## src/pkg/dqts_pkg.sv

```systemverilog
// Contract
// - Four 5-bit queue thresholds sit at bits 4-0, 12-8, 20-16 and 28-24 of the threshold config.
// - A queue whose valid entry count is at or above its threshold sets its error and exceeded flag.
// - Threshold 11h disables reporting for that queue, and software never writes 12h to 1Fh.
// - Every threshold field resets to 16, the full queue depth.
// - Exceeded flag holds until software writes 1 to the queue's clear bit, which also sets the watermark to the queue's current valid entry count.
// - Status bits 19-16 show, per queue, that at least one transfer request is queued there.
// - A 6-bit outstanding completion count in status bits 13-8 counts up on each reporting submit.
// - Each valid returned completion code counts a nonzero outstanding completion count down once.
// - At a count of 63 no new transfer request is taken until a completion code brings it lower.
// - Status bit 4 is the OR of all activity indicators and covers a request's whole life.
// - Status bit 2 shows that request processing and submission is active.
// - Status bit 1 shows that at least one enabled quick event is latched.
// - Status bit 0 shows that at least one enabled, manually set or chained DMA event is active.
`default_nettype none
package dqts_pkg;
  localparam int NUM_QUEUES = 4;
  localparam int ADDR_W = 8;
  // Register byte offsets
  localparam logic [7:0] OFF_THR_CFG = 8'h00;
  localparam logic [7:0] OFF_ACT_STAT = 8'h04;
  localparam logic [7:0] OFF_ERR = 8'h08;
  localparam logic [7:0] OFF_ERR_CLR = 8'h0C;
  localparam logic [7:0] OFF_QSTAT0 = 8'h10;
  localparam logic [7:0] OFF_QUEUE_STATUS_REG_STEP = 8'h04;
  // Field positions
  localparam int THR_FIELD_STRIDE = 8;
  localparam int ERR_QTHR_LSB = 16;
  localparam int QS_EXCEED_BIT = 24;
  localparam int QS_WM_LSB = 16;
  localparam int QS_VALID_ENTRY_COUNT_LSB = 8;
  localparam int ST_EVT_BIT = 0;
  localparam int ST_QEVT_BIT = 1;
  localparam int ST_SUBMIT_BIT = 2;
  localparam int ST_BUSY_BIT = 4;
  localparam int ST_COMP_LSB = 8;
  localparam int ST_QACT_LSB = 16;
  localparam int OPT_COMP_INT_BIT = 20;
  localparam int OPT_COMP_CHAIN_BIT = 22;
  // Values
  localparam logic [4:0] THR_RESET = 5'h10;
  localparam logic [4:0] THR_DISABLE = 5'h11;
  localparam logic [5:0] COMP_MAX = 6'h3F;
  localparam logic [31:0] THR_CFG_MASK = 32'h1F1F_1F1F;
  localparam logic [31:0] STAT_RESET = 32'h0000_0000;

  typedef logic [4:0] dqts_cnt_t;
  typedef logic [NUM_QUEUES-1:0][4:0] dqts_qcnt_t;

  typedef struct packed {
    logic [ADDR_W-1:0] addr;
    logic [31:0] wdata;
    logic wr;
    logic rd;
  } dqts_bus_t;

  typedef struct packed {
    logic valid;
    logic [31:0] opts;
  } dqts_tr_t;

  typedef struct packed {
    logic valid;
    logic [5:0] code;
  } dqts_tcc_t;

  typedef struct packed {
    logic [63:0] latched;
    logic [63:0] enabled;
    logic [63:0] manual;
    logic [63:0] chained;
    logic [7:0] quick;
  } dqts_evt_t;
endpackage
`default_nettype wire

```

## src/rtl/dqts_top.sv

```systemverilog
`default_nettype none
module dqts_top (
  // Clock and reset
  input wire logic core_clk,
  input wire logic rstn,
  // Register port
  input wire dqts_pkg::dqts_bus_t bus,
  output logic [31:0] reg_rdata,
  // Queue manager occupancy
  input wire dqts_pkg::dqts_qcnt_t valid_entry_count,
  // Event registers
  input wire dqts_pkg::dqts_evt_t events,
  // Transfer request submission
  input wire dqts_pkg::dqts_tr_t transfer_request,
  output logic tr_ready,
  // Completion codes from transfer controllers
  input wire dqts_pkg::dqts_tcc_t transfer_completion_code,
  // Error and activity outputs
  output logic [3:0] queue_threshold_error_bit,
  output logic controller_busy_flag
);

  typedef struct packed {
    logic [31:0] thr_cfg;
    logic [3:0] exceeded;
    logic [3:0][4:0] watermark;
    logic [5:0] comp_count;
    logic [31:0] rdata;
  } dqts_state_t;

  dqts_state_t state_reg;
  dqts_state_t state_next;

  function automatic logic [4:0] thr_of(input logic [31:0] cfg, input int q);
    thr_of = cfg[q*dqts_pkg::THR_FIELD_STRIDE +: 5];
  endfunction

  logic [3:0] queue_nonempty_flag;
  logic [3:0] over_thr;
  logic quick_event_active;
  logic dma_event_active;
  logic request_submit_active;
  logic reporting;
  logic submit;
  logic inc;
  logic dec;
  logic [31:0] status_word;
  logic [31:0] err_word;
  logic [3:0] clr;

  always_comb begin
    for (int q = 0; q < dqts_pkg::NUM_QUEUES; q++) begin
      queue_nonempty_flag[q] = (valid_entry_count[q] != 5'h00);
      // Thresholds above 11h are reserved; count never reaches them, so they also stay quiet
      over_thr[q] = (thr_of(state_reg.thr_cfg, q) != dqts_pkg::THR_DISABLE) &&
                    (valid_entry_count[q] >= thr_of(state_reg.thr_cfg, q));
    end
  end

  assign quick_event_active = |events.quick;
  assign dma_event_active = |((events.latched & events.enabled) | events.manual |
                              events.chained);
  assign request_submit_active = transfer_request.valid;

  // Stall at 63 so the counter can never wrap and lose a pending completion
  assign tr_ready = (state_reg.comp_count != dqts_pkg::COMP_MAX);
  assign submit = transfer_request.valid && tr_ready;
  assign reporting = transfer_request.opts[dqts_pkg::OPT_COMP_INT_BIT] ||
                     transfer_request.opts[dqts_pkg::OPT_COMP_CHAIN_BIT];
  assign inc = submit && reporting;
  // A code with nothing outstanding is dropped rather than wrapping to 63
  assign dec = transfer_completion_code.valid && (state_reg.comp_count != 6'h00);

  assign controller_busy_flag = (|queue_nonempty_flag) || request_submit_active ||
                                quick_event_active || dma_event_active ||
                                (state_reg.comp_count != 6'h00);

  always_comb begin
    status_word = dqts_pkg::STAT_RESET;
    status_word[dqts_pkg::ST_QACT_LSB +: 4] = queue_nonempty_flag;
    status_word[dqts_pkg::ST_COMP_LSB +: 6] = state_reg.comp_count;
    status_word[dqts_pkg::ST_BUSY_BIT] = controller_busy_flag;
    status_word[dqts_pkg::ST_SUBMIT_BIT] = request_submit_active;
    status_word[dqts_pkg::ST_QEVT_BIT] = quick_event_active;
    status_word[dqts_pkg::ST_EVT_BIT] = dma_event_active;
    err_word = 32'h0000_0000;
    err_word[dqts_pkg::ERR_QTHR_LSB +: 4] = state_reg.exceeded;
  end

  assign clr = (bus.wr && bus.addr == dqts_pkg::OFF_ERR_CLR) ?
               bus.wdata[dqts_pkg::ERR_QTHR_LSB +: 4] : 4'h0;

  always_comb begin
    state_next = state_reg;
    if (bus.wr && bus.addr == dqts_pkg::OFF_THR_CFG) begin
      // Reserved bits are held at zero whatever software writes
      state_next.thr_cfg = bus.wdata & dqts_pkg::THR_CFG_MASK;
    end
    // Writes to the activity status offset fall through with no effect
    for (int q = 0; q < dqts_pkg::NUM_QUEUES; q++) begin
      // Set wins over clear so an overrun in the clear cycle is not lost
      state_next.exceeded[q] = over_thr[q] || (state_reg.exceeded[q] && !clr[q]);
      if (clr[q]) begin
        state_next.watermark[q] = valid_entry_count[q];
      end else if (valid_entry_count[q] > state_reg.watermark[q]) begin
        state_next.watermark[q] = valid_entry_count[q];
      end
    end
    if (inc && !dec) begin
      state_next.comp_count = state_reg.comp_count + 6'h01;
    end else if (dec && !inc) begin
      state_next.comp_count = state_reg.comp_count - 6'h01;
    end
    state_next.rdata = 32'h0000_0000;
    if (bus.rd) begin
      case (bus.addr)
        dqts_pkg::OFF_THR_CFG: begin
          state_next.rdata = state_reg.thr_cfg;
        end
        dqts_pkg::OFF_ACT_STAT: begin
          state_next.rdata = status_word;
        end
        dqts_pkg::OFF_ERR: begin
          state_next.rdata = err_word;
        end
        default: begin
          for (int q = 0; q < dqts_pkg::NUM_QUEUES; q++) begin
            if (bus.addr == dqts_pkg::OFF_QSTAT0 + 8'(q) * dqts_pkg::OFF_QUEUE_STATUS_REG_STEP) begin
              state_next.rdata[dqts_pkg::QS_EXCEED_BIT] = state_reg.exceeded[q];
              state_next.rdata[dqts_pkg::QS_WM_LSB +: 5] = state_reg.watermark[q];
              state_next.rdata[dqts_pkg::QS_VALID_ENTRY_COUNT_LSB +: 5] = valid_entry_count[q];
            end
          end
        end
      endcase
    end
  end

  always_ff @(posedge core_clk or negedge rstn) begin
    if (!rstn) begin
      state_reg.thr_cfg <= {3'b000, dqts_pkg::THR_RESET, 3'b000, dqts_pkg::THR_RESET,
                            3'b000, dqts_pkg::THR_RESET, 3'b000, dqts_pkg::THR_RESET};
      state_reg.exceeded <= 4'h0;
      state_reg.watermark <= '0;
      state_reg.comp_count <= 6'h00;
      state_reg.rdata <= 32'h0000_0000;
    end else begin
      state_reg <= state_next;
    end
  end

  assign reg_rdata = state_reg.rdata;
  assign queue_threshold_error_bit = state_reg.exceeded;

endmodule // dqts_top
`default_nettype wire

```

## config.mk

```make
export PLATFORM = sky130hd
export DESIGN_NAME = dqts_top
export DESIGN_NICKNAME = d
export VERILOG_FILES = /design/src/pkg/dqts_pkg.sv /design/src/rtl/dqts_top.sv
export SDC_FILE = /design/constraint.sdc
export NUM_CORES = 1
export LEC_CHECK = 0
export ABC_AREA = 1
export BUFFER_PORTS_ARGS = -buffer_cell sky130_fd_sc_hd__buf_4
export CELL_PAD_IN_SITES_DETAIL_PLACEMENT = 1
export CELL_PAD_IN_SITES_GLOBAL_PLACEMENT = 1
export CORE_AREA = 2 2 156 158
export CTS_BUF_LIST = sky130_fd_sc_hd__clkbuf_4 sky130_fd_sc_hd__clkbuf_8
export DETAILED_ROUTE_END_ITERATION = 10
export DIE_AREA = 0 0 158 160
export HOLD_SLACK_MARGIN = 0.08
export PLACE_DENSITY_LB_ADDON = 0.3
export SLEW_MARGIN = 15
export SYNTH_ARGS = -nofsm -noshare
export SYNTH_HDL_FRONTEND = slang
export SYNTH_SLANG_ARGS = --single-unit
```

## constraint.sdc

```tcl
create_clock -name core_clk -period 6.05 [get_ports core_clk]
set_input_delay 1.21 -clock core_clk [delete_from_list [all_inputs] [get_ports core_clk]]
set_output_delay 1.21 -clock core_clk [all_outputs]
set_load 0.02 [all_outputs]
```

Word-level counts from Yosys, hierarchy flattened
Cells that the tools add are included.

Reductions and logical operators: 45. Order comparisons: 8. Add/sub/neg operators: 2. Mux-type cells: 30. Bitwise gates (word level): 3. Equal/unequal tests: 12.

Operators with widths (count): OR 64 bit (2); two-way mux 5 bit (16); AND 64 bit (1); OR reduction 64 bit (1); == test 8 x 5 -> 1 bit (second input constant) (4); one-hot mux 5 bit (3 select lines) (2); two-way mux 29 bit (1); greater-or-equal comparator 5 bit (4); > comparator 5 bit (4); != test 5 bit (second input constant) (4); nonzero test 5 bit (4); == test 8 x 4 -> 1 bit (second input constant) (2); logical AND 1 bit (15); two-way mux 6 bit (2); one-hot mux 5 bit (2 select lines) (1); nonzero test 2 bit (5); logical OR 1 bit (9); == test 8 x 3 -> 1 bit (second input constant) (1); zero test 8 bit (1); two-way mux 4 bit (2); OR reduction 8 bit (1); adder 6 x 1 -> 6 bit (second input constant) (1); zero test 1 bit (6); != test 6 bit (second input constant) (1); other kinds (6) (10).

Logic and storage cells: 108. Flip-flop bits (word level): 82. Bits of input ports: 368.

Logic depth before layout (Yosys ltp)
Gate-level depths: netlist (run 1).

Depth in word-level cells: 8. Gate-level depth with buffers: 16. Depth with buffers taken out: 16.

Worst setup path before layout (run 1)
No wires, ideal clock.

Path type: in2out. From: input port valid_entry_count[3] in the netlist's numbering. To: output port controller_busy_flag. Data arrival time: 2091 ps. Buffers on the path: 0. Setup slack: 2749 ps. Stages on the path: 5. Cell sequence: or2_2 nor3_1 nand3_1 nor2_1 nand3_1.

Word-level cells in the longest chain between the ends: 6.

RTL lines: start: declaration (line dqts_top.sv:10) `input wire dqts_pkg::dqts_qcnt_t valid_entry_count,`; nonzero test 5 bit (line dqts_top.sv:53) `queue_nonempty_flag[q] = (valid_entry_count[q] != 5'h00);`; OR reduction 4 bit (line dqts_top.sv:74) `assign controller_busy_flag = (|queue_nonempty_flag) || request_submit_active ||`; logical OR 1 bit (2 in a row) (line dqts_top.sv:74); logical OR 1 bit (2 in a row) (line dqts_top.sv:75) `quick_event_active || dma_event_active ||`; end: declaration (line dqts_top.sv:20) `output logic controller_busy_flag`.

No other way between the ends.

Worst setup path in the final report (run 1)
Ends and elaborated chain as after synthesis.

==> metrics.csv, run 1 <==
stage,metric,value,unit
synth,synth_area_leaders,"dfrtp_1 29%, nand2_1 17%, nor2_1 11%",
placed_design,post-dp-hpwl,23000,µm
min_path,hold_path.startpoint,queue_threshold_error_bit[3]$_DFF_PN0_,
power_and_ir_drop,pwr-share-clk,21.0,%
synth,synthMostInstantiatedCell,nand2_1,
worst_setup_path,worstSetupEndpointType,output port,
synth,synthTopCellsByCount,"258 x nand2_1, 167 x nor2_1, 81 x inv_1",
synth,ys_ff_latch,71,
sta,fin_setup_tns,0,ns
power_and_ir_drop,power,1.79,mW
sta,fmax,265,MHz
clock_tree,cts_tree,done,
routing,drc,0,
flow_run,cap_violations,0,
power_and_ir_drop,swShare,38.2,%
sta,final.setup_skew,0.00939,ns
finish,drive_gt1_share,33.6,%
routing,wire_per_inst,17.3,µm
synth,async_flop_share,100,%
finish,largest_reg_flops,46,
worst_setup_path,worst_ep_arrival_time,2.57,ns
grt,grt_antenna_before_repair,5,
clock_tree,postCtsSetupBuffers,0,
sta,rsz0062_at_grt,false,
clock_tree,insertion_delay,0.37,ns
power_and_ir_drop,power_frac_comb,43.3,%
status,outcome,"complete, no violations",
synth,avgSynthCellArea,6.72,µm²
worst_setup_path,crit_type,primary input to output port,
floorplanning,die_w,158,µm
synth,synth_area,5810,µm²
worst_setup_path,r2r-start,state_reg[32]$_DFFE_PN0P_,
grt,grt_max_degree,72,
floorplanning,initial_core_util,24.4,%
finish,seqCellArea,1780,µm²
power_and_ir_drop,p_leak,4.67,nW
floorplanning,io_pins,406,
worst_setup_path,startpoint,valid_entry_count[3],
finish,nNetsFinal,1603,
floorplanning,die_height,160,µm
floorplanning,fp-row-count,57,
routing,drt_wl_total,26300,µm
power_and_ir_drop,p_switching,0.684,mW
finish,fillers,3094,
worst_setup_path,startpoint_type,primary input,
finish,multi_input_area,3420,µm²
routing,routed_via_density,4.41,
routing,drtAntennaViolNets,0,
routing,vias,6708,
placed_design,port_buffers,346,
clock_tree,clockBufferDepth,2,
worst_setup_path,cp.required,4.84,ns
synth,synth.distinct_cells,41,
sta,slew-limit-headroom,36.4,%
power_and_ir_drop,p_per_area,205,nW/µm²
clock_tree,numCtsBuffers,9,
clock_tree,root_buffer,clkbuf_8,
grt,track_usage,20.6,%
sta,report.final.slew_viol_count,0,
synth,ys_warn_count,0,
sta,hold_violations,0,
sta,worstMarginPinSlew,0.953,ns
synth,synth_edf_count,0,
routing,dr.pass1.iters,4,
synth,ys.flop_type,dfrtp_1,
power_and_ir_drop,seqPwrFrac,35.8,%
sta,setup_viol,0,
clock_tree,ctsHtreeMaxLevel,3,
floorplanning,floorplan.die_area,25300,µm²
sta,timing.final.crit_share,62.5,%
grt,grt_pass1_wl,39300,µm
power_and_ir_drop,internal_power,1.11,mW
finish,area_growth,50.2,%
clock_tree,cts_hold_buffers,0,
clock_tree,clock_sinks,71,
synth,yosys.area.top_type,dfrtp_1,
synth,synth_top_cell_area_share,28.9,%
placed_design,place.gp.congestion,0.878,
synth,synth-seq-area-share,30.7,%
grt,gr-total-overflow,0,
floorplanning,core_area,23800,µm²
power_and_ir_drop,vdd_drop_max,0.0000889,V
grt,grt_pass1_vias,7086,
worst_setup_path,cp_max_fo,5,
min_path,hold_path.class,register to register,
synth,synthCells,865,
sta,final.min_clock_period,3.78,ns
clock_tree,clkTransAtPathRegs,0.07,ns
worst_setup_path,r2r_setup_slack,3.47,ns
clock_tree,postCtsResizedCells,0,
routing,drtIter0Drc,337,
[worst paths after layout]
check,end,cells past startpoint
max,controller_busy_flag,7
min,queue_threshold_error_bit[3]$_DFF_PN0_,2
max reg2reg,state_reg[37]$_DFFE_PN0P_,14
min reg2reg,queue_threshold_error_bit[3]$_DFF_PN0_,2
max in group asynchronous,state_reg[34]$_DFFE_PN0P_,1
min in group asynchronous,state_reg[50]$_DFFE_PN0P_,1
[stage by stage]
step	setup WS (ns)	hold WS [ns]	cells	area, µm²	util (%)
after global placement	2.23	0.493	1502	8530	35.8
after CTS	2.20	0.517	1518	8720	36.6
after detailed placement	2.21	0.499	1502	8530	35.8
after global routing	2.10	0.564	1518	8720	36.6
final	2.27	0.518	1522	8730	36.6
after floorplan	2.75	0.472	875	5850	-
[power by group through the flow]
stage	Combinational, mW	Clock [mW]	Sequential, mW
2_1_floorplan	0.471	0	0.626
3_3_place_gp	0.746	0	0.645
3_5_place_dp	0.779	0	0.649
4_1_cts	0.782	0.391	0.641
5_1_grt	0.894	0.404	0.653
6_report	0.774	0.375	0.641
[cell type report]
cell class / instances / area share, %
multi-input cells: 675 / 39.2
repair buffers: 346 / 29.8
flip-flops and latches: 71 / 20.4
well taps: 324 / 4.65
inverters: 86 / 3.70
clock buffers: 13 / 1.98
clock inverters: 3 / 0.201
diodes: 4 / 0.115
[worst max-delay path, cell delays in order]
cell     delay [ns]
buf_4          0.14
or2_2          0.29
nor3_1         0.37
nand3_1        0.12
nor2_1         0.15
nand3_1        0.11
buf_4          0.18
[placed cells by master, fill, tap and decap left out, types with 5 or more instances in the layout]
cell type	count
a21oi_1	37
a21oi_2	6
buf_4	346
clkbuf_8	12
conb_1	11
dfrtp_1	67
ha_1	45
inv_1	81
inv_2	5
nand2_1	258
nand3_1	15
nand4_1	5
nor2_1	167
nor2_4	6
nor3_1	11
o21ai_0	60
o22ai_1	8
[metal layers]
layer  vias up  wire, µm  GRT usage, %
li1       3380         -             -
met1      3073     12000          27.5
met2       227     11800          33.0
met3        24      2050          6.49
met4         4       340          3.85
met5         -        20             0
[cell families after synthesis]
family	share of synthesized area (%)
compound gates	12.4
mux	0.517
simple gates	34.9
other cells	0.0646
xor+xnor	0.302
buf+inv	11.1
fa+ha+maj	10.0
flops	30.7
Power figures use the tool's default switching activity.
==> inputs of run 2 (changes only) <==
- clock period: 6.05 -> 3.7 ns (I/O delays scaled with it)
==> metrics.csv, run 2 (synthesized netlist as in run 1, its figures left out) <==
stage,metric,value,unit
status,outcome,"complete, no violations",
finish,largest_reg_flops,46,
sta,timing.final.crit_share,76.6,%
power_and_ir_drop,p_leak,4.67,nW
floorplanning,floorplan.die_area,25300,µm²
floorplanning,die_height,160,µm
grt,track_usage,20.8,%
worst_setup_path,crit_type,primary input to output port,
sta,final.min_clock_period,2.83,ns
routing,drtAntennaViolNets,0,
sta,rsz0062_at_grt,false,
grt,gr-total-overflow,0,
worst_setup_path,cp.required,2.96,ns
power_and_ir_drop,power,2.91,mW
placed_design,place.gp.congestion,0.864,
sta,worstMarginPinSlew,0.986,ns
clock_tree,clkTransAtPathRegs,0.07,ns
worst_setup_path,worstSetupEndpointType,output port,
finish,final_common_cell,buf_4,
placed_design,dp.cells,1503,
grt,grt_antenna_before_repair,8,
floorplanning,core_area,23800,µm²
worst_setup_path,path_cells,buf_4 -> or2_2 -> nor3_1 -> nand3_1 -> nor2_1 -> nand3_1 -> buf_4,
finish,fin_cells,1521,
worst_setup_path,worst_ep_arrival_time,2.09,ns
power_and_ir_drop,internal_power,1.80,mW
routing,wire_per_inst,17.4,µm
sta,fin_setup_tns,0,ns
sta,slew-limit-headroom,34.3,%
power_and_ir_drop,vdd_drop_max,0.000163,V
routing,drtIter0Drc,272,
min_path,hold_path.class,primary input to asynchronous set/reset pin,
power_and_ir_drop,swShare,38.1,%
power_and_ir_drop,p_per_area,334,nW/µm²
routing,drt_wl_total,26400,µm
sta,report.final.slew_viol_count,0,
clock_tree,postCtsSetupBuffers,0,
floorplanning,fp-row-count,57,
routing,vias,6671,
floorplanning,initial_core_util,24.4,%
floorplanning,io_pins,406,
worst_setup_path,slowest_stage,nor3_1,
worst_setup_path,cp_slowest_stage_delay,0.35,ns
grt,grt_pass1_vias,7114,
clock_tree,cts_tree,done,
finish,nNetsFinal,1604,
sta,hold_violations,0,
worst_setup_path,startpoint_type,primary input,
power_and_ir_drop,seqPwrFrac,35.9,%
power_and_ir_drop,pwr-share-clk,20.6,%
finish,area_growth,50.1,%
clock_tree,insertion_delay,0.37,ns
grt,grt_max_degree,72,
clock_tree,cts_hold_buffers,0,
placed_design,port_buffers,346,
clock_tree,clock_sinks,71,
routing,drc,0,
clock_tree,clockBufferDepth,2,
power_and_ir_drop,p_switching,1.11,mW
flow_run,cap_violations,0,
power_and_ir_drop,power_frac_comb,43.5,%
finish,mostFrequentLayoutCells,"347 x buf_4, 258 x nand2_1, 167 x nor2_1, 81 x inv_1, 67 x dfrtp_1",
floorplanning,die_w,158,µm
placed_design,post-dp-hpwl,22900,µm
clock_tree,postCtsResizedCells,0,
clock_tree,root_buffer,clkbuf_8,
routing,dr.pass1.iters,4,
worst_setup_path,cp_max_fo,5,
sta,setup_viol,0,
clock_tree,numCtsBuffers,9,
sta,final.setup_skew,0.00893,ns
sta,fmax,353,MHz
clock_tree,ctsHtreeMaxLevel,3,
finish,final_core_util,36.6,%
routing,routed_via_density,4.39,
grt,grt_pass1_wl,39200,µm
finish,drive_gt1_share,33.6,%
[run 2: power by group through the flow]
| stage | Clock [mW] | Combinational, mW | Sequential, mW |
|---|---|---|---|
| after floorplan | 0 | 0.769 | 1.02 |
| after global placement | 0 | 1.22 | 1.05 |
| after detailed placement | 0 | 1.27 | 1.06 |
| after CTS | 0.624 | 1.28 | 1.05 |
| after global routing | 0.649 | 1.47 | 1.07 |
| final | 0.599 | 1.27 | 1.05 |
[run 2: per-stage QoR]
step	hold WS [ns]	area, µm²	setup slack, ns
floorplan	0.444	5850	1.34
global placement	0.494	8530	0.847
detailed placement	0.511	8530	0.836
CTS	0.530	8710	0.826
global route	0.548	8710	0.745
finish	0.511	8720	0.867
[run 2: path summary, 6_finish.rpt]
kind / end / depth (start not counted) / slack [ns] / start
setup / recovery: controller_busy_flag / 7 / 0.87 / valid_entry_count[3]
hold / removal: state_reg[49]$_DFFE_PN0P_ / 1 / 0.51 / rstn
setup reg to reg: state_reg[37]$_DFFE_PN0P_ / 14 / 1.09 / state_reg[32]$_DFFE_PN0P_
hold reg to reg: queue_threshold_error_bit[3]$_DFF_PN0_ / 2 / 0.52 / queue_threshold_error_bit[3]$_DFF_PN0_
max in group asynchronous: state_reg[78]$_DFFE_PN0P_ / 1 / 2.53 / rstn
min in group core_clk: queue_threshold_error_bit[3]$_DFF_PN0_ / 2 / 0.52 / queue_threshold_error_bit[3]$_DFF_PN0_
[run 2: area by class of cell]
cell class	count	area, µm²
inverters	86	323
diodes	3	7.51
flip-flops and latches	71	1780
well taps	324	405
clock inverters	1	5.00
multi-input cells	675	3420
clock buffers	14	174
repair buffers	347	2610
fillers	3137	15100
[run 2: worst max-delay path, delay by kind of cell]
family | cells | cell delay (ns)
buffers and inverters | 2 | 0.32
AND/OR/NAND/NOR | 5 | 1.03
[run 2: per-layer routing]
| layer | GRT usage (%) | part of all wire [%] | wire (µm) |
|---|---|---|---|
| met5 | 0 | 0.25 | 65 |
| met4 | 5.41 | 2.0 | 539 |
| met3 | 7.11 | 8.5 | 2250 |
| met2 | 32.7 | 44 | 11600 |
| met1 | 27.1 | 45 | 12000 |
==> inputs of run 3 (changes only) <==
- clock period: 3.7 -> 2.44 ns (I/O delays scaled with it)
==> metrics.csv, run 3 (synthesized netlist as in run 1, its figures left out) <==
stage,metric,value,unit
finish,fillers,3067,
finish,nNetsFinal,1618,
clock_tree,clockBufferDepth,2,
sta,fmax,443,MHz
grt,grt_pass1_vias,7090,
worst_setup_path,worstSetupEndpointType,register,
worst_setup_path,cp_slowest_stage_delay,0.41,ns
sta,final.min_clock_period,2.26,ns
routing,routed_via_density,4.42,
placed_design,port_buffers,346,
min_path,hold_path.class,primary input to register,
placed_design,post-dp-hpwl,23400,µm
floorplanning,die_height,160,µm
floorplanning,fp-row-count,57,
routing,drtAntennaViolNets,0,
grt,track_usage,21.0,%
flow_run,cap_violations,0,
floorplanning,core_area,23800,µm²
power_and_ir_drop,vdd_drop_max,0.000231,V
routing,drc,0,
worst_setup_path,cp.required,2.70,ns
power_and_ir_drop,p_leak,4.75,nW
status,outcome,"complete, no violations",
grt,gr-total-overflow,0,
worst_setup_path,slowest_stage,dfrtp_1,
routing,drtIter0Drc,305,
clock_tree,numCtsBuffers,9,
sta,setup_viol,0,
clock_tree,clock_sinks,71,
sta,fin_setup_tns,0,ns
grt,grt_pass1_wl,39700,µm
clock_tree,insertion_delay,0.37,ns
sta,report.final.slew_viol_count,0,
routing,vias,6788,
sta,timing.final.crit_share,92.5,%
worst_setup_path,cpMostUsedCell,nand2_1,
sta,holdWs,0.348,ns
routing,wire_per_inst,17.4,µm
power_and_ir_drop,p_per_area,511,nW/µm²
floorplanning,io_pins,406,
clock_tree,ctsHtreeMaxLevel,3,
floorplanning,initial_core_util,24.4,%
routing,drt_wl_total,26700,µm
floorplanning,die_w,158,µm
sta,final.setup_skew,0.00963,ns
finish,final_common_cell,buf_4,
finish,largest_reg_flops,46,
clock_tree,cts_tree,done,
clock_tree,root_buffer,clkbuf_8,
worst_setup_path,startpoint_type,register,
sta,hold_violations,0,
floorplanning,floorplan.die_area,25300,µm²
worst_setup_path,crit_type,register to register,
finish,area_growth,53.3,%
worst_setup_path,cp_max_fo,4,
grt,grt_antenna_before_repair,6,
finish,drive_gt1_share,35.2,%
clock_tree,clkTransAtPathRegs,0.08,ns
worst_setup_path,worst_ep_arrival_time,2.52,ns
routing,dr.pass1.iters,4,
worst_setup_path,path_cells,nand2_2 -> nor4_4 -> buf_4 -> nor2_1 -> ha_2 -> inv_2 -> buf_4 -> ha_1 -> nand2_1 -> a21oi_2 -> o21bai_1 -> nand2_1 -> nand2_1 -> nand2_1,
grt,grt_max_degree,40,
finish,final_core_util,37.4,%
finish,mostFrequentLayoutCells,"358 x buf_4, 257 x nand2_1, 167 x nor2_1, 79 x inv_1, 66 x dfrtp_1",
placed_design,place.gp.congestion,0.874,
## run 3: cell types whose count changed in the layout (fill, tap and decap cells not counted), sizes merged
cell         change
dlygate4sd3      +1
clkinvlp         +1
clkbuf           -1
clkinv           +1
buf             +13
## run 3: per-stage QoR
step	cell area (µm²)	worst slack, ns	power, mW	std cells
after floorplan	5850	0.318	2.72	875
after global placement	8650	0.0612	3.51	1515
after detailed placement	8650	0.0153	3.60	1515
after CTS	8850	0.0532	4.55	1532
after global routing	8900	-0.0268	4.97	1533
final	8900	0.182	4.55	1536
## run 3: worst max-delay path: cells and delay by family, from the launching register on
kind	cells	cell delay, ns
compound gates	2	0.19
simple gates	7	0.72
flops	1	0.41
buf+inv	3	0.40
fa+ha+maj	2	0.45
## run 3: cell type report
cell class,instances,area [µm²],share of cell area (%)
Clock buffer,13,166,1.87
Antenna cell,3,7.51,0.0843
Tap cell,324,405,4.55
Timing Repair Buffer,361,2740,30.7
Sequential cell,71,1780,20.0
Clock inverter,3,17.5,0.197
Inverter,86,323,3.63
Multi-Input combinational cell,675,3460,38.9
## run 3: worst paths after layout
| kind | cells past startpoint | startpoint | endpoint | slack, ns |
|---|---|---|---|---|
| max | 14 | state_reg[33]$_DFFE_PN0P_ | state_reg[37]$_DFFE_PN0P_ | 0.18 |
| min | 2 | bus[26] | state_reg[86]$_DFFE_PN0P_ | 0.35 |
| max reg2reg | 14 | state_reg[33]$_DFFE_PN0P_ | state_reg[37]$_DFFE_PN0P_ | 0.18 |
| min reg2reg | 2 | state_reg[66]$_DFFE_PN1P_ | reg_rdata[4]$_DFF_PN0_ | 0.52 |
| max in group asynchronous | 3 | rstn | state_reg[74]$_DFFE_PN1P_ | 1.16 |
| min in group asynchronous | 2 | rstn | reg_rdata[16]$_DFF_PN0_ | 0.62 |
## run 3: power breakdown
group	internal, mW	switching [mW]
registers	1.42	0.148
clock network	0.444	0.461
logic	0.934	1.14
total	2.80	1.75
## run 3: what timing repair did
action / in CTS / in global routing
resized for setup: 1 / 10
setup endpoints to repair: 1 / 3
buffers inserted: 0 / 1
pin swaps: 0 / 3
hold endpoints to repair: 11 / 0
hold buffers: 1 / 0
## run 3: layer usage
layer	wire length [µm]	part of all wire [%]	track usage, %
met2	12000	45	33.6
met1	11900	44	27.2
met4	426	1.6	4.50
met5	43	0.16	0
met3	2360	8.8	7.44
